--- config.mk ---
export PLATFORM = sky130hd
export DESIGN_NAME = lfs_supervisor
export DESIGN_NICKNAME = d
export VERILOG_FILES = /design/src/pkg/lfs_pkg.sv /design/src/pkg/lfs_tmr_if.sv /design/src/design/lfs_timers.sv /design/src/design/lfs_supervisor.sv
export SDC_FILE = /design/constraint.sdc
export NUM_CORES = 1
export LEC_CHECK = 0
export BUFFER_PORTS_ARGS = -buffer_cell sky130_fd_sc_hd__clkbuf_2
export CORE_UTILIZATION = 40
export CTS_BUF_LIST = sky130_fd_sc_hd__clkbuf_4
export DETAILED_ROUTE_END_ITERATION = 10
export PLACE_DENSITY_LB_ADDON = 0.05
export SYNTH_ARGS = -nofsm -noshare
export SYNTH_HDL_FRONTEND = slang
export SYNTH_SLANG_ARGS = --single-unit
--- constraint.sdc ---
create_clock -name pclk -period 2.7 [get_ports pclk]
set_input_delay 0.54 -clock pclk [delete_from_list [all_inputs] [get_ports pclk]]
set_output_delay 0.54 -clock pclk [all_outputs]
set_load 0.02 [all_outputs]
--- src/pkg/lfs_pkg.sv ---
// constants and types shared by the led fault supervisor files
`default_nettype none
package lfs_pkg;
	// clock rate
	localparam int CLK_MHZ = 125;
	// hiccup retry period, pwm fault mask and fault deglitch times
	localparam int HICCUP_TIME_MS = 1;
	localparam int MASK_TIME_US = 130;
	localparam int DEGLITCH_TIME_US = 10;
	// cycle counts; all figures are whole cycles at 125 MHz so no rounding is lost
	localparam int HICCUP_CYC = HICCUP_TIME_MS * 1000 * CLK_MHZ;
	localparam int MASK_CYC = MASK_TIME_US * CLK_MHZ;
	localparam int DEGLITCH_CYC = DEGLITCH_TIME_US * CLK_MHZ;
	// current to regulation timer length in switching cycles
	localparam int REG_SW_CYCLES = 256;
	// counter widths
	localparam int CNT_W = 17;
	localparam int REG_CNT_W = 9;
	// apb register map, byte addresses
	localparam int ADDR_W = 8;
	localparam logic [7:0] OFF_CTRL = 8'h00;
	localparam logic [7:0] OFF_STATUS = 8'h04;
	// control register fields
	localparam int CTRL_SUP_EN_BIT = 0;
	localparam logic CTRL_SUP_EN_RST = 1'h1;
	// status register fields
	localparam int ST_FLAG_BIT = 0;
	localparam int ST_OPEN_BIT = 1;
	localparam int ST_SHORT_BIT = 2;
	localparam int ST_HIC_BIT = 3;
	localparam int ST_MASK_BIT = 4;
	localparam int ST_REGOK_BIT = 5;
	localparam int ST_PWM_BIT = 6;
	// register decode results
	typedef enum logic [1:0] {
		LFS_REG_NONE = 2'h0,
		LFS_REG_CTRL = 2'h1,
		LFS_REG_STATUS = 2'h2
	} lfs_reg_t;
	// regulator supervision states
	typedef enum logic [2:0] {
		LFS_RUN = 3'b001,
		LFS_HIC = 3'b010,
		LFS_RST = 3'b100
	} lfs_state_t;
endpackage
`default_nettype wire

--- src/pkg/lfs_tmr_if.sv ---
// interface between the supervisor core and its timer block
`timescale 1ns/1ps
`default_nettype none
interface lfs_tmr_if;
	logic sw_tick;
	logic mask_start;
	logic hic_start;
	logic reg_start;
	logic dg_open_cond;
	logic dg_short_cond;
	logic mask_busy;
	logic hic_busy;
	logic reg_done;
	logic dg_open_done;
	logic dg_short_done;
	// timer block side
	modport tmr (
		input sw_tick, mask_start, hic_start, reg_start, dg_open_cond, dg_short_cond,
		output mask_busy, hic_busy, reg_done, dg_open_done, dg_short_done
	);
	// supervisor side
	modport ctl (
		output sw_tick, mask_start, hic_start, reg_start, dg_open_cond, dg_short_cond,
		input mask_busy, hic_busy, reg_done, dg_open_done, dg_short_done
	);
endinterface
`default_nettype wire

--- src/design/lfs_timers.sv ---
// mask, hiccup, regulation and deglitch timers of the led fault supervisor
`timescale 1ns/1ps
`default_nettype none
module lfs_timers import lfs_pkg::*; #(
	parameter int HIC_CYC = HICCUP_CYC,
	parameter int MSK_CYC = MASK_CYC,
	parameter int DG_CYC = DEGLITCH_CYC
) (
	// clock and reset
	input wire logic pclk,
	input wire logic presetn,
	// timer requests and results
	lfs_tmr_if.tmr tif
);
	typedef struct packed {
		logic [CNT_W-1:0] mask_cnt;
		logic [CNT_W-1:0] hic_cnt;
		logic [REG_CNT_W-1:0] reg_cnt;
		logic [1:0][CNT_W-1:0] dg_cnt;
	} lfs_tmr_st_t;

	localparam logic [CNT_W-1:0] HIC_LD = CNT_W'(HIC_CYC);
	localparam logic [CNT_W-1:0] MSK_LD = CNT_W'(MSK_CYC);
	localparam logic [CNT_W-1:0] DG_END = CNT_W'(DG_CYC);
	localparam logic [REG_CNT_W-1:0] REG_END = REG_CNT_W'(REG_SW_CYCLES);

	lfs_tmr_st_t st_r;
	lfs_tmr_st_t st_nxt;
	logic [1:0] dg_cond;

	// saturating step toward a limit
	function automatic logic [CNT_W-1:0] lfs_sat_inc(input logic [CNT_W-1:0] v,
			input logic [CNT_W-1:0] lim);
		lfs_sat_inc = (v >= lim) ? lim : v + CNT_W'(1);
	endfunction

	assign dg_cond = {tif.dg_short_cond, tif.dg_open_cond};

	////////////////////////////////////////////////////////////////////////////
	// next state: fixed-length timers, lengths set only at build time
	always_comb begin
		st_nxt = st_r;
		// mask timer restarts on each pwm rising edge
		if (tif.mask_start) begin
			st_nxt.mask_cnt = MSK_LD;
		end else if (st_r.mask_cnt != '0) begin
			st_nxt.mask_cnt = st_r.mask_cnt - CNT_W'(1);
		end
		// hiccup off period between restart attempts
		if (tif.hic_start) begin
			st_nxt.hic_cnt = HIC_LD;
		end else if (st_r.hic_cnt != '0) begin
			st_nxt.hic_cnt = st_r.hic_cnt - CNT_W'(1);
		end
		// regulation timer counts switching cycles, not pclk cycles
		if (tif.reg_start) begin
			st_nxt.reg_cnt = '0;
		end else if (tif.sw_tick && st_r.reg_cnt != REG_END) begin
			st_nxt.reg_cnt = st_r.reg_cnt + REG_CNT_W'(1);
		end
		// deglitch: any gap in the condition starts the count over
		for (int i = 0; i < 2; i++) begin
			st_nxt.dg_cnt[i] = dg_cond[i] ? lfs_sat_inc(st_r.dg_cnt[i], DG_END) : '0;
		end
	end

	// state register
	always_ff @(posedge pclk or negedge presetn) begin
		if (!presetn) begin
			st_r <= '0;
		end else begin
			st_r <= st_nxt;
		end
	end

	assign tif.mask_busy = (st_r.mask_cnt != '0);
	assign tif.hic_busy = (st_r.hic_cnt != '0);
	assign tif.reg_done = (st_r.reg_cnt == REG_END);
	assign tif.dg_open_done = (st_r.dg_cnt[0] == DG_END) && tif.dg_open_cond;
	assign tif.dg_short_done = (st_r.dg_cnt[1] == DG_END) && tif.dg_short_cond;

	// mask stays up for at least eight cycles once started
	a_mask_min_len: assert property (@(posedge pclk) disable iff (!presetn)
		$rose(tif.mask_busy) |-> tif.mask_busy [*8])
		else $error("mask timer ended too early");

endmodule
`default_nettype wire

--- src/design/lfs_supervisor.sv ---
// led driver fault supervisor: open and short detection, hiccup control, apb regs
// Functional notes
// open detection masked when vin monitor below reference or dim level below 264 mV.
// an asserted flag stays asserted under masking while the open fault persists.
// open fault means sense voltage below 25% target at maximum duty, unmasked.
// grounded threshold input always masks open faults; tied high never masks.
// open fault enters hiccup and asserts flag through all hiccup periods.
// flag releases after fault clears, after hiccup period, only while pwm high.
// output short below 1.5 V with dim above 264 mV flags, no hiccup.
// regulation resumes by itself once the short is removed.
// open or short flags only after continuous activity for the deglitch time.
// mask timer starts on pwm rise; faults ignored until it expires.
// flag is latched at pwm fall and held while pwm is low.
// deglitch and mask durations are fixed, not programmable.
// 256 switching cycles pass before regulation-based faults are evaluated.
// off-time is stretched when minimum on-time is too long for the output.
// hiccup retries about every 1 ms.
// deglitch and mask intervals are counters with build-time lengths.
//
// Local design decisions: the APB slave port and the register offsets.
`timescale 1ns/1ps
`default_nettype none
module lfs_supervisor import lfs_pkg::*; #(
	parameter int HIC_CYC = HICCUP_CYC,
	parameter int MSK_CYC = MASK_CYC,
	parameter int DG_CYC = DEGLITCH_CYC
) (
	// clock and reset
	input wire logic pclk,
	input wire logic presetn,
	// apb slave
	input wire logic [ADDR_W-1:0] paddr,
	input wire logic psel,
	input wire logic penable,
	input wire logic pwrite,
	input wire logic [31:0] pwdata,
	input wire logic [3:0] pstrb,
	output logic [31:0] prdata,
	output logic pready,
	output logic pslverr,
	// host dimming input
	input wire logic pwm_in,
	// comparator results, high when the named condition is true
	input wire logic vin_mask_threshold_input,
	input wire logic analog_dim_input_ok,
	input wire logic sense_regulation_voltage_low,
	input wire logic max_duty,
	input wire logic vout_short_low,
	input wire logic min_on_limit,
	// one pulse per switching cycle
	input wire logic sw_cycle_tick,
	// fault flag and power stage controls
	output logic fault_flag_n,
	output logic switch_enable,
	output logic hiccup_active,
	output logic off_time_extend
);
	typedef struct packed {
		lfs_state_t state;
		logic pwm_d;
		logic sup_en;
		logic open_lat;
		logic short_flag;
		logic flag_n;
		logic sw_en;
		logic ext;
		logic pready;
		logic pslverr;
		logic [31:0] prdata;
	} lfs_top_st_t;

	lfs_top_st_t st_r;
	lfs_top_st_t st_nxt;
	lfs_tmr_if tif ();

	logic pwm_rise;
	logic open_raw;
	logic det_ok;
	logic open_cond;
	logic short_cond;
	logic open_set;
	logic open_clr;
	logic go_hic;
	logic go_rst;
	logic access;
	lfs_reg_t sel;
	logic [31:0] status;

	// map an address to a register
	function automatic lfs_reg_t lfs_decode(input logic [ADDR_W-1:0] a);
		if (a == OFF_CTRL) begin
			lfs_decode = LFS_REG_CTRL;
		end else if (a == OFF_STATUS) begin
			lfs_decode = LFS_REG_STATUS;
		end else begin
			lfs_decode = LFS_REG_NONE;
		end
	endfunction

	////////////////////////////////////////////////////////////////////////////
	// timers
	lfs_timers #(
		.HIC_CYC(HIC_CYC),
		.MSK_CYC(MSK_CYC),
		.DG_CYC(DG_CYC)
	) u_timers (
		.pclk(pclk),
		.presetn(presetn),
		.tif(tif.tmr)
	);

	////////////////////////////////////////////////////////////////////////////
	// detection qualifiers
	assign pwm_rise = pwm_in && !st_r.pwm_d;
	assign open_raw = sense_regulation_voltage_low && max_duty;
	// open detection needs unmasked timers, settled regulation and pwm on;
	// the rise edge itself is masked too, as the timer shows busy a cycle later
	assign det_ok = st_r.sup_en && !tif.mask_busy && tif.reg_done && pwm_in
		&& !pwm_rise && (st_r.state == LFS_RUN);
	// a strapped-low threshold input keeps this false forever, strapped high never
	assign open_cond = det_ok && vin_mask_threshold_input && analog_dim_input_ok
		&& open_raw;
	// short depends on output voltage and dim level, not on regulation, so no regulation wait applies
	assign short_cond = st_r.sup_en && !tif.mask_busy && pwm_in && !pwm_rise
		&& analog_dim_input_ok && vout_short_low;
	assign open_set = (st_r.state == LFS_RUN) && tif.dg_open_done;
	// release needs healthy regulation; under masking a live fault keeps it
	assign open_clr = st_r.open_lat && det_ok && !open_raw;
	assign go_hic = open_set;
	assign go_rst = (st_r.state == LFS_HIC) && !tif.hic_busy;

	// timer requests
	assign tif.sw_tick = sw_cycle_tick;
	assign tif.mask_start = pwm_rise;
	assign tif.hic_start = go_hic;
	assign tif.reg_start = pwm_rise || go_rst;
	assign tif.dg_open_cond = open_cond;
	assign tif.dg_short_cond = short_cond;

	// apb decode
	assign access = psel && penable;
	assign sel = lfs_decode(paddr);

	// status word seen by software
	always_comb begin
		status = '0;
		status[ST_FLAG_BIT] = st_r.flag_n;
		status[ST_OPEN_BIT] = st_r.open_lat;
		status[ST_SHORT_BIT] = st_r.short_flag;
		status[ST_HIC_BIT] = (st_r.state == LFS_HIC);
		status[ST_MASK_BIT] = tif.mask_busy;
		status[ST_REGOK_BIT] = tif.reg_done;
		status[ST_PWM_BIT] = st_r.pwm_d;
	end

	////////////////////////////////////////////////////////////////////////////
	// next state
	always_comb begin
		st_nxt = st_r;
		st_nxt.pwm_d = pwm_in;
		// open fault latch: set wins, held across hiccup periods
		if (open_set) begin
			st_nxt.open_lat = 1'b1;
		end else if (open_clr) begin
			st_nxt.open_lat = 1'b0;
		end
		// short flag: set after deglitch, drops as soon as the short is gone
		if (tif.dg_short_done) begin
			st_nxt.short_flag = 1'b1;
		end else if (!vout_short_low) begin
			st_nxt.short_flag = 1'b0;
		end
		// flag follows faults only while pwm is high, otherwise frozen
		if (pwm_in) begin
			st_nxt.flag_n = !(st_nxt.open_lat || st_nxt.short_flag);
		end else begin
			st_nxt.flag_n = st_r.flag_n;
		end
		// hiccup sequencing; a short never gets here
		unique case (st_r.state)
			LFS_RUN: begin
				if (go_hic) begin
					st_nxt.state = LFS_HIC;
				end
			end
			LFS_HIC: begin
				if (go_rst) begin
					st_nxt.state = LFS_RST;
				end
			end
			LFS_RST: begin
				if (tif.reg_done) begin
					st_nxt.state = LFS_RUN;
				end
			end
		endcase
		// switching stops for hiccup or while pwm is low; a short keeps switching
		st_nxt.sw_en = pwm_in && (st_nxt.state != LFS_HIC);
		// analog loop asks for longer off-time; pass it on while switching
		st_nxt.ext = min_on_limit && st_nxt.sw_en;
		// apb: one wait state, answer registered so outputs stay glitch free
		st_nxt.pready = access && !st_r.pready;
		st_nxt.pslverr = 1'b0;
		st_nxt.prdata = '0;
		if (access && !st_r.pready) begin
			st_nxt.pslverr = (sel == LFS_REG_NONE);
			if (!pwrite && sel == LFS_REG_CTRL) begin
				st_nxt.prdata[CTRL_SUP_EN_BIT] = st_r.sup_en;
			end else if (!pwrite && sel == LFS_REG_STATUS) begin
				st_nxt.prdata = status;
			end
		end
		// write lands at the completing edge only
		if (access && st_r.pready && pwrite && sel == LFS_REG_CTRL && pstrb[0]) begin
			st_nxt.sup_en = pwdata[CTRL_SUP_EN_BIT];
		end
	end

	// state register
	always_ff @(posedge pclk or negedge presetn) begin
		if (!presetn) begin
			st_r.state <= LFS_RUN;
			st_r.pwm_d <= 1'b0;
			st_r.sup_en <= CTRL_SUP_EN_RST;
			st_r.open_lat <= 1'b0;
			st_r.short_flag <= 1'b0;
			st_r.flag_n <= 1'b1;
			st_r.sw_en <= 1'b0;
			st_r.ext <= 1'b0;
			st_r.pready <= 1'b0;
			st_r.pslverr <= 1'b0;
			st_r.prdata <= 32'h0000_0000;
		end else begin
			st_r <= st_nxt;
		end
	end

	assign prdata = st_r.prdata;
	assign pready = st_r.pready;
	assign pslverr = st_r.pslverr;
	assign fault_flag_n = st_r.flag_n;
	assign switch_enable = st_r.sw_en;
	assign hiccup_active = st_r.state[1]; // one-hot hiccup bit, no decode gate on the pin
	assign off_time_extend = st_r.ext;

	////////////////////////////////////////////////////////////////////////////
	// checks
	a_flag_hold_low: assert property (@(posedge pclk) disable iff (!presetn)
		!pwm_in |=> $stable(fault_flag_n))
		else $error("fault flag moved while pwm low");

	a_open_vin_mask: assert property (@(posedge pclk) disable iff (!presetn)
		tif.dg_open_cond |-> vin_mask_threshold_input && analog_dim_input_ok)
		else $error("open detection ran while masked");

	a_open_after_mask: assert property (@(posedge pclk) disable iff (!presetn)
		(tif.dg_open_cond || tif.dg_short_cond) |-> !tif.mask_busy && !pwm_rise)
		else $error("detection ran inside mask time");

	a_open_reg_wait: assert property (@(posedge pclk) disable iff (!presetn)
		tif.dg_open_cond |-> tif.reg_done && open_raw)
		else $error("open detection before regulation timer");

	a_open_hiccup: assert property (@(posedge pclk) disable iff (!presetn)
		open_set |=> hiccup_active && !switch_enable && st_r.open_lat
		##1 !fault_flag_n || !pwm_in)
		else $error("open fault did not start hiccup");

	a_flag_in_hiccup: assert property (@(posedge pclk) disable iff (!presetn)
		hiccup_active |-> st_r.open_lat)
		else $error("open latch dropped during hiccup");

	a_release_pwm: assert property (@(posedge pclk) disable iff (!presetn)
		$rose(fault_flag_n) |-> $past(pwm_in) && !hiccup_active)
		else $error("flag released with pwm low or in hiccup");

	a_short_no_hic: assert property (@(posedge pclk) disable iff (!presetn)
		(st_r.state == LFS_RUN && !tif.dg_open_done) |=> !hiccup_active)
		else $error("hiccup entered without open fault");

	a_short_clear: assert property (@(posedge pclk) disable iff (!presetn)
		(st_r.short_flag && !vout_short_low && !tif.dg_short_done) |=> !st_r.short_flag)
		else $error("short flag stuck after short removed");

	a_short_deglitch: assert property (@(posedge pclk) disable iff (!presetn)
		$rose(st_r.short_flag) |-> $past(tif.dg_short_cond, 1) && $past(tif.dg_short_done))
		else $error("short flagged without deglitch");

	a_apb_one_wait: assert property (@(posedge pclk) disable iff (!presetn)
		(access && !pready) |=> pready ##1 !pready)
		else $error("apb answer not one wait state");

	a_offtime_ext: assert property (@(posedge pclk) disable iff (!presetn)
		off_time_extend == ($past(min_on_limit) && switch_enable))
		else $error("off-time stretch does not follow min on-time limit");

endmodule
`default_nettype wire

# Yosys cells after proc, flatten, opt, wreduce, memory -nomap -nowiden

Index checks and enable logic that the tools add are counted.

Equal/unequal tests: 11
Multiplexer cells: 24
$lt $le $gt $ge: 2
Reductions and logical operators: 48
$add $sub $neg: 5

Operator list:

| kind                                                                 | count |
|---|---|
| two-way mux 17 bit                                                   | 8 |
| adder 17 x 1 -> 17 bit (second input constant)                       | 2 |
| equality test 17 x 11 -> 1 bit (second input constant)               | 2 |
| greater-or-equal comparator 17 x 11 -> 1 bit (second input constant) | 2 |
| nonzero test 17 bit                                                  | 2 |
| subtractor 17 x 1 -> 17 bit (second input constant)                  | 2 |
| two-way mux 33 bit                                                   | 1 |
| logical AND 1 bit                                                    | 31 |
| two-way mux 31 bit                                                   | 1 |
| two-way mux 9 bit                                                    | 2 |
| adder 9 x 1 -> 9 bit (second input constant)                         | 1 |
| equality test 9 bit (second input constant)                          | 1 |
| two-way mux 3 bit                                                    | 3 |
| != test 9 bit (second input constant)                                | 1 |
| one-hot mux 3 bit (3 select lines)                                   | 1 |
| equality test 8 x 3 -> 1 bit (second input constant)                 | 1 |
| logical NOT 1 bit                                                    | 8 |
| logical NOT 8 bit                                                    | 1 |
| two-way mux 7 bit                                                    | 1 |
| nonzero test 2 bit                                                   | 3 |
| two-way mux 1 bit                                                    | 5 |
| two-way mux 2 bit                                                    | 2 |
| equality test 3 x 1 -> 1 bit (second input constant)                 | 1 |
| equality test 3 x 2 -> 1 bit (second input constant)                 | 1 |
| 6 further kinds                                                      | 7 |

Output and inout bits: 38
Register bits: 121

# Longest topological paths before layout

Gate-level depths: netlist of run 1.

Depth in word-level cells: 17
Mapped depth: 9
Gate-level depth less buffers: 7

# Cells and area by module

A second synthesis of run 1 with hierarchy kept.

Cells, all modules: 499
Area total of the unflattened synthesis: 4979.8 um2

By module, submodules not included:

| module         | cells an instance | instances | area each (um2) |
|---|---|---|---|
| lfs_timers     | 386               | 1         | 3890.0 |
| lfs_supervisor | 113               | 1         | 1089.8 |

# Worst setup path after synthesis of run 1

Ideal clock, no wire load.

Path kind: flip-flop to flip-flop
From: reg u_timers.st_r[60] (netlist name)
To: reg st_r (netlist bit fault_flag_n)
Library setup time: 0.080 ns
Path slack: 0.185 ns
Path buffers: 2
Period minus slack after synthesis: 2.515 ns
Arrival: 2.436 ns
Stages on the path, launching flop included: 10
Path through: dfrtp_1 -> inv_1 -> ha_1 -> nor4b_2 -> nand4_2 -> or4_1 -> buf_2 -> or3_1 -> buf_6 -> a32o_1

Cells in the longest elaborated chain, start to end: 15
Elaborated cells on any way between the ends: 24
Classes of those cells: mux (3); reduce/logical (21)

Ends and longest elaborated chain:

| element                        | line                                         | RTL |
|---|---|---|
| from (decl)                    | lfs_timers.sv:27                             | `lfs_tmr_st_t st_r;` |
| from (signal assigned)         | lfs_timers.sv:72                             | `st_r <= st_nxt;` |
| nonzero test 17 bit (*)        | lfs_timers.sv:76                             | `assign tif.mask_busy = (st_r.mask_cnt != '0);` |
| logical NOT 1 bit (*)          | lfs_supervisor.sv:118, lfs_supervisor.sv:124 |  |
| logical AND 1 bit (*)          | lfs_supervisor.sv:118, lfs_supervisor.sv:124 |  |
| logical AND 1 bit (2 in a row) | lfs_supervisor.sv:118                        | `assign det_ok = st_r.sup_en && !tif.mask_busy && tif.reg_done && pwm_in` |
| logical AND 1 bit (2 in a row) | lfs_supervisor.sv:119                        | `&& !pwm_rise && (st_r.state == LFS_RUN);` |
| logical AND 1 bit (2 in a row) | lfs_supervisor.sv:121                        | `assign open_cond = det_ok && vin_mask_threshold_input && analog_dim_input_ok` |
| logical AND 1 bit              | lfs_supervisor.sv:122                        | `&& open_raw;` |
| logical AND 1 bit              | lfs_timers.sv:79                             | `assign tif.dg_open_done = (st_r.dg_cnt[0] == DG_END) && tif.dg_open_cond;` |
| logical AND 1 bit              | lfs_supervisor.sv:126                        | `assign open_set = (st_r.state == LFS_RUN) && tif.dg_open_done;` |
| two-way mux 1 bit              | lfs_supervisor.sv:162                        | `if (open_set) begin` |
| logical OR 1 bit (*)           | lfs_supervisor.sv:175                        | `st_nxt.flag_n = !(st_nxt.open_lat \|\| st_nxt.short_flag);` |
| logical NOT 1 bit (*)          | lfs_supervisor.sv:175                        |  |
| to (signal assigned)           | lfs_supervisor.sv:234                        | `st_r <= st_nxt;` |
| to (decl)                      | lfs_supervisor.sv:72                         | `lfs_top_st_t st_r;` |

Mark *: on every way between the ends. The rest lies on a longest branch, timed or not.
A chain may end at the register's enable or synchronous reset.

# Worst setup path after layout of run 1

From: reg u_timers.st_r[60] (netlist name)
To: reg u_timers.st_r[47] (netlist name)

Cells in the longest elaborated chain, start to end: 13
Elaborated cells on any way between the ends: 14
Classes of those cells: mux (1); reduce/logical (13)

Ends and longest elaborated chain:

| element                                                         | line |
|---|---|
| nonzero test 17 bit (*)                                         | lfs_timers.sv:76 |
| logical NOT 1 bit (*)                                           | lfs_supervisor.sv:118 |
| logical AND 1 bit (*) (3 in a row)                              | lfs_supervisor.sv:118 |
| logical AND 1 bit (*) (2 in a row)                              | lfs_supervisor.sv:119 |
| logical AND 1 bit (*) (2 in a row)                              | lfs_supervisor.sv:121 |
| logical AND 1 bit (*)                                           | lfs_supervisor.sv:122 |
| logical AND 1 bit (*)                                           | lfs_timers.sv:79 |
| logical AND 1 bit (*)                                           | lfs_supervisor.sv:126 |
| two-way mux 17 bit / nonzero test 2 bit (equally long branches) | - |

Marks and branches as above.

==> impl_metrics.tcl, run 1 <==
set metrics [dict create \
    synthDominantCellAreaShare_pct 49.1 \
    yosysTopAreaCell "dfrtp_1" \
    synthFlopType "dfrtp_1" \
    seq_area_frac_synth_pct 50.8 \
    cts_root_buf "clkbuf_4" \
    status "completed" \
    period_share_pct 93.9 \
    cts_setup_buffers 0 \
    wl_per_cell_um 13.2 \
    setup_viol 0 \
    most-common-layout-cells "dfrtp_1 (93), nor2_1 (58), nand2_1 (43), conb_1 (37), xor2_1 (35)" \
    synth_edf_count 0 \
    hold_buffers 0 \
    start_util_pct 41.3 \
    fin_crit_ns 2.54 \
    hold_violations 0 \
    grt_pass1_vias 3197 \
    layout_commonest_cell "dfrtp_1" \
    insertion_delay_ns 0.47 \
    die-area_sq_mm 0.0123 \
    required_ns 3.06 \
    dp_cells 655 \
    viasPerCell 4.94 \
    ys_top_cells_by_area "dfrtp_1 (49%), xor2_1 (6.5%), buf_4 (5.1%)" \
    die_y_um 111 \
    grt_max_degree 49 \
    vias 3320 \
    rsz0062_at_grt "no" \
    worst_slew_pin_slew_ns 0.626 \
    cts.sinks 96 \
    gr-usage-all-layers_pct 15.8 \
    utilization_pct 45.3 \
    setup_tns_ns 0 \
    drc 0 \
    die_w_um 111 \
    drtIter0Drc 103 \
    detail_route.wirelength_um 8880 \
    finClkSkew_ns 0.0198 \
    cts_buffers 9 \
    fin_cells 672 \
    cts_buffer_depth 2 \
    drive_above_1_share_pct 15.2 \
    slew_viol_final 0 \
    cp-end-kind "flop" \
    grt-ovfl-total 0 \
    cts_tree "built" \
    fmax_mhz 394 \
    power.total_mw 2.53 \
    dr.pass1.iters 4 \
    portBuffers 35 \
    min_path_type "primary input to asynchronous set/reset pin" \
    postLayoutCellArea_sq_mm 0.00519 \
    ant_nets 0 \
    crit_type "flop to flop" \
    area_growth_pct 9.59 \
    cts_resized 0 \
    yosysWarnings 0 \
    synth_cells 469 \
    fin_nets 589 \
    place_hpwl_um 6390 \
    cts.clk_slew.worst_paths_ns 0.16 \
    syn_area_sq_mm 0.00474 \
    grt_pass1_wl_um 15500 \
    power_density_mw_per_mm2 488 \
    leakagePower_nw 2.22 \
    crit_path_start_kind "flop" \
    h-tree-depth 3 \
    critPathArrivalTime_ns 2.89 \
    rows 39 \
    placement.cell_area_sq_mm 0.00506 \
    core_sq_mm 0.0115 \
    synthArstFlopShare_pct 100 \
    ir_drop_v 0.000234 \
    path_max_fanout 9 \
    ys_seq_elements 96 \
    slew_headroom_pct 58.3 \
    antenna_found_initial 1 \
    drv_cap 0 \
    synth_area_per_cell_sq_um 10.1 \
    boundaryPins 95 \
    globalplace.congestion 0.708 \
    synth_cell_types 54 \
]
[registers in the layout (all words and copies together), names as in the netlist]
register	cells
fault_flag_n	1
hiccup_active	1
off_time_extend	1
prdata	7
pready	1
pslverr	1
st_r	6
switch_enable	1
u_timers.st_r	77
[synth_stat cells, drive strengths merged (8+ instances only)]
cell / count
a21oi: 16
and3: 11
buf: 35
clkbuf: 8
dfrtp: 93
ha: 9
inv: 14
nand2: 43
nand3: 16
nand4: 15
nor2: 58
nor3: 12
nor4: 15
o21ai: 12
or4: 8
xnor2: 12
xor2: 35
[path summary, 6_finish.rpt]
check,slack [ns],end,depth (start not counted),startpoint
hold / removal,0.06,u_timers.st_r[35],1,presetn
hold reg to reg,0.50,pready,1,pready
setup reg to reg,0.16,u_timers.st_r[47],8,u_timers.st_r[60]
max in group asynchronous,1.90,fault_flag_n,2,presetn
setup / recovery,0.16,u_timers.st_r[47],8,u_timers.st_r[60]
min in group pclk,0.29,st_r[40],1,pwm_in
[cell families (layout without fill, tap and decap cells)]
kind of cell | Yosys count | after routing | synth area share [%]
AOI/OAI and AO/OA | 50 | 50 | 6.89
xor gates and xnor gates | 47 | 47 | 8.69
adders and majority gates | 9 | 9 | 2.38
buffers and inverters | 57 | 80 | 7.26
DFF | 96 | 96 | 50.8
muxes | 2 | 2 | 0.449
other | 1 | 38 | 0.0792
and+or+nand+nor | 207 | 207 | 23.5
[metal layers]
layer  vias up  global-route usage [%]  part of all wire [%]
li1       1668                       -                     -
met1      1567                    22.0                    51
met2        74                    23.4                    43
met3        11                    3.23                   3.6
met4         0                    7.73                   2.0
met5         -                       0                     0
[where the power goes]
| group | leakage (nW) | internal, mW | switching, mW | total (mW) |
|---|---|---|---|---|
| registers | 1.16 | 1.50 | 0.0635 | 1.56 |
| logic | 0.997 | 0.0944 | 0.171 | 0.265 |
| clock network | 0.0632 | 0.203 | 0.503 | 0.706 |
[final cells by class]
cell class / instances / area, sq um
fillers: 1106 / 6280
clock inverters: 6 / 42.5
multi-input cells: 352 / 2130
well taps: 143 / 179
flip-flops and latches: 96 / 2410
diodes: 1 / 2.50
clock buffers: 10 / 75.1
repair buffers: 50 / 303
inverters: 14 / 52.6
[per-stage QoR]
step                worst slack, ns  hold WS (ns)
finish                        0.164        0.0611
global route                 0.0114         0.110
CTS                          0.0724        0.0671
detailed placement            0.122         0.477
global placement              0.146         0.472
floorplan                     0.185         0.244
[worst max-delay path: stages (launching register included)]
cell and delay (ns):
dfrtp_1 0.41, inv_1 0.11, ha_1 0.17, nor4b_4 0.26
nand4_2 0.19, or4_1 0.59, or3_1 0.41, buf_4 0.19
o21a_1 0.11
Power figures use the tool's default switching activity.
==> run 2: changes to the inputs <==
--- a/config.mk
+++ b/config.mk
@@ -12,4 +12,5 @@
 export PLACE_DENSITY_LB_ADDON = 0.05
 export SYNTH_ARGS = -nofsm -noshare
 export SYNTH_HDL_FRONTEND = slang
+export SYNTH_HIERARCHICAL = 1
 export SYNTH_SLANG_ARGS = --single-unit
==> run 2 against run 1 <==
  * The run now ends with setup timing left
  * Clock power increased by 11%
  * Final area increased by 15%
  * Critical path depth increased by 6
  * Sequential cell count unchanged
  * Synthesized cell count increased by 6.4%
  * Final cell count increased by 15%
  * Combinational power increased by 84%
  * Via count increased by 16%
  * Hold slack got worse by 0.029 ns
  * Register-to-register slack got worse by 0.68 ns
  * Critical path type unchanged
  * Largest power group unchanged
==> impl_metrics.tcl, run 2 <==
set metrics [dict create \
    synth_area_per_cell_sq_um 9.98 \
    synth_cell_types 65 \
    synth_most_common_cell "dfrtp_1" \
    wl_per_cell_um 13.5 \
    required_ns 3.07 \
    violations "setup timing" \
    viasPerCell 5.01 \
    reg2regPathDepth 14 \
    hold_violations 0 \
    yosysTopAreaCell "dfrtp_1" \
    ant_nets 0 \
    status "finished, violations left" \
    yosysWarnings 6 \
    pre_cts_ws_ns -0.531 \
    fin_crit_ns 3.21 \
    drv_cap 0 \
    fmax_mhz 311 \
    cts.sinks 96 \
    synthArstFlopShare_pct 100 \
    ys_seq_elements 96 \
    n_fill_cell 1173 \
    path_cells "inv_2 > ha_4 > or3b_4 > nor4_4 > nand3_1 > and4b_1 > nand2_2 > nor4_4 > nand4_1 > nor4_2 > and4bb_2 > buf_12 > nor2_1 > mux2_2" \
    slew_headroom_pct 62.2 \
    vias 3865 \
    fin_cells 772 \
    cp_slowest_cell "dfrtp_1" \
    max_stage_delay_ns 0.42 \
    die_w_um 114 \
    hold_ws_ns 0.0316 \
    critPathLaunch "u_timers/st_r[60]" \
    synth_cells 499 \
    dp_cells 751 \
    drive_above_1_share_pct 26.3 \
    cts.clk_slew.worst_paths_ns 0.16 \
    synthDominantCellAreaShare_pct 46.7 \
    cpMostUsedCell "nor4_4" \
    layout_commonest_cell "dfrtp_1" \
    core_sq_mm 0.0121 \
    grt_pass1_wl_um 18000 \
    setup_tns_ns -8.31 \
    gr-usage-all-layers_pct 17.9 \
    rsz0062_at_grt "yes" \
    placement.cell_area_sq_mm 0.00571 \
    grt_pass1_vias 3833 \
    power.total_mw 2.81 \
    antenna_found_initial 0 \
    drc 0 \
    critPathArrivalTime_ns 3.58 \
    postLayoutCellArea_sq_mm 0.00595 \
    die_y_um 114 \
    leakagePower_nw 2.60 \
    min_path_type "primary input to asynchronous set/reset pin" \
    antenna_cells 0 \
    synthFlopType "dfrtp_1" \
    path_max_fanout 11 \
    ys_top_cells_by_area "dfrtp_1 (47%), buf_4 (4.8%), nor2_1 (4.3%)" \
    setup_viol 27 \
    most-common-layout-cells "dfrtp_1 (93), buf_4 (57), nor2_1 (52), conb_1 (37), clkbuf_2 (34)" \
    period_share_pct 119 \
    area_growth_pct 19.6 \
    top_register "u_timers/st_r" \
    r2r-start "u_timers/st_r[60]" \
    finClkSkew_ns 0.0214 \
    rows 40 \
    cts_root_buf "clkbuf_4" \
    globalplace.congestion 0.789 \
    cts_buffer_depth 2 \
    largestRegisters "u_timers/st_r: 77 flops, prdata: 7 flops, st_r: 6 flops" \
    portBuffers 35 \
    dr.pass1.iters 4 \
    place_hpwl_um 7610 \
    crit_type "flop to flop" \
    cts_buffers 9 \
    cp-end-kind "flop" \
    insertion_delay_ns 0.47 \
    slew_viol_final 0 \
    seq_area_frac_synth_pct 48.3 \
    crit_path_start_kind "flop" \
    worst_slew_pin_slew_ns 0.567 \
    utilization_pct 49.4 \
    synth_edf_count 0 \
    drtIter0Drc 189 \
    h-tree-depth 3 \
    start_util_pct 41.3 \
    largest_register_ffs 77 \
    ir_drop_v 0.000271 \
    grt-ovfl-total 0 \
    power_density_mw_per_mm2 471 \
    detail_route.wirelength_um 10400 \
    grt_max_degree 43 \
    syn_area_sq_mm 0.00498 \
    boundaryPins 95 \
    cts_tree "built" \
    die-area_sq_mm 0.0129 \
    fin_nets 666 \
    synthTopCellsByCount "dfrtp_1 (93), nor2_1 (57), buf_4 (32)" \
    setup_ws_ns -0.512 \
]
run 2: cell count changes after synthesis, sizes merged, moves of 5 or more:
cell / previous run / this run
xor2: 35 / 12
nand2: 43 / 21
or3: 3 / 15
o21ai: 12 / 23
a21boi: 0 / 10
inv: 14 / 22
nand3: 16 / 24
or4: 8 / 16
and3: 11 / 4
nor2b: 1 / 7
nor3: 12 / 18
mux2i: 1 / 6
nor4: 15 / 20
run 2: cells by family after synthesis:
family                   count (synthesis)  synth area share [%]
AO/OA/AOI/OAI                           72                  9.15
XOR/XNOR                                25                  4.40
adder cells (fa/ha/maj)                 10                  2.51
buffers and inverters                   62                  7.11
flip-flops                              96                  48.3
multiplexers                            11                  2.34
other                                    2                 0.151
AND/OR/NAND/NOR                        221                  26.0
run 2: critical path, delay by kind of cell (launching register included):
| family | cells | cell delay, ns |
|---|---|---|
| buffers and inverters | 2 | 0.23 |
| adder cells (fa/ha/maj) | 1 | 0.13 |
| AND/OR/NAND/NOR | 10 | 2.08 |
| flip-flops | 1 | 0.42 |
| multiplexers | 1 | 0.25 |
run 2: power breakdown:
| group | internal (mW) | switching [mW] |
|---|---|---|
| combinational | 0.223 | 0.265 |
| clock | 0.290 | 0.492 |
| sequential | 1.50 | 0.0370 |
| total | 2.01 | 0.795 |
run 2: per-layer routing:
layer,GRT usage (%),vias up,part of all wire [%]
li1,-,1924,-
met1,22.9,1868,47
met2,29.2,58,48
met3,3.35,15,3.4
met4,8.77,0,2.1
met5,0,-,0
run 2: path summary, 6_finish.rpt:
path                                endpoint  slack (ns)
min in group pclk                   st_r[40]        0.21
max reg2reg                u_timers/st_r[52]       -0.51
max in group asynchronous       fault_flag_n        1.97
min reg2reg                        prdata[2]        0.50
min                         u_timers/st_r[4]        0.03
max                        u_timers/st_r[52]       -0.51
run 2: area by class of cell:
type                            instances  area (sq um)  area share (%)
Clock inverter                          6          60.1            1.01
Clock buffer                           10          75.1            1.26
Tap cell                              168           210            3.53
Multi-Input combinational cell        376          2470            41.5
Inverter                               22          85.1            1.43
Timing Repair Buffer                   94           649            10.9
Sequential cell                        96          2410            40.4
run 2: repair_timing:
action                                 4_1_cts  5_1_grt
setup endpoints to repair                   30       36
gates resized for setup                      9        9
setup buffers                                6        0
hold buffers                                 0        0
pin swaps                                    4        7
endpoints found under the hold margin        0        0
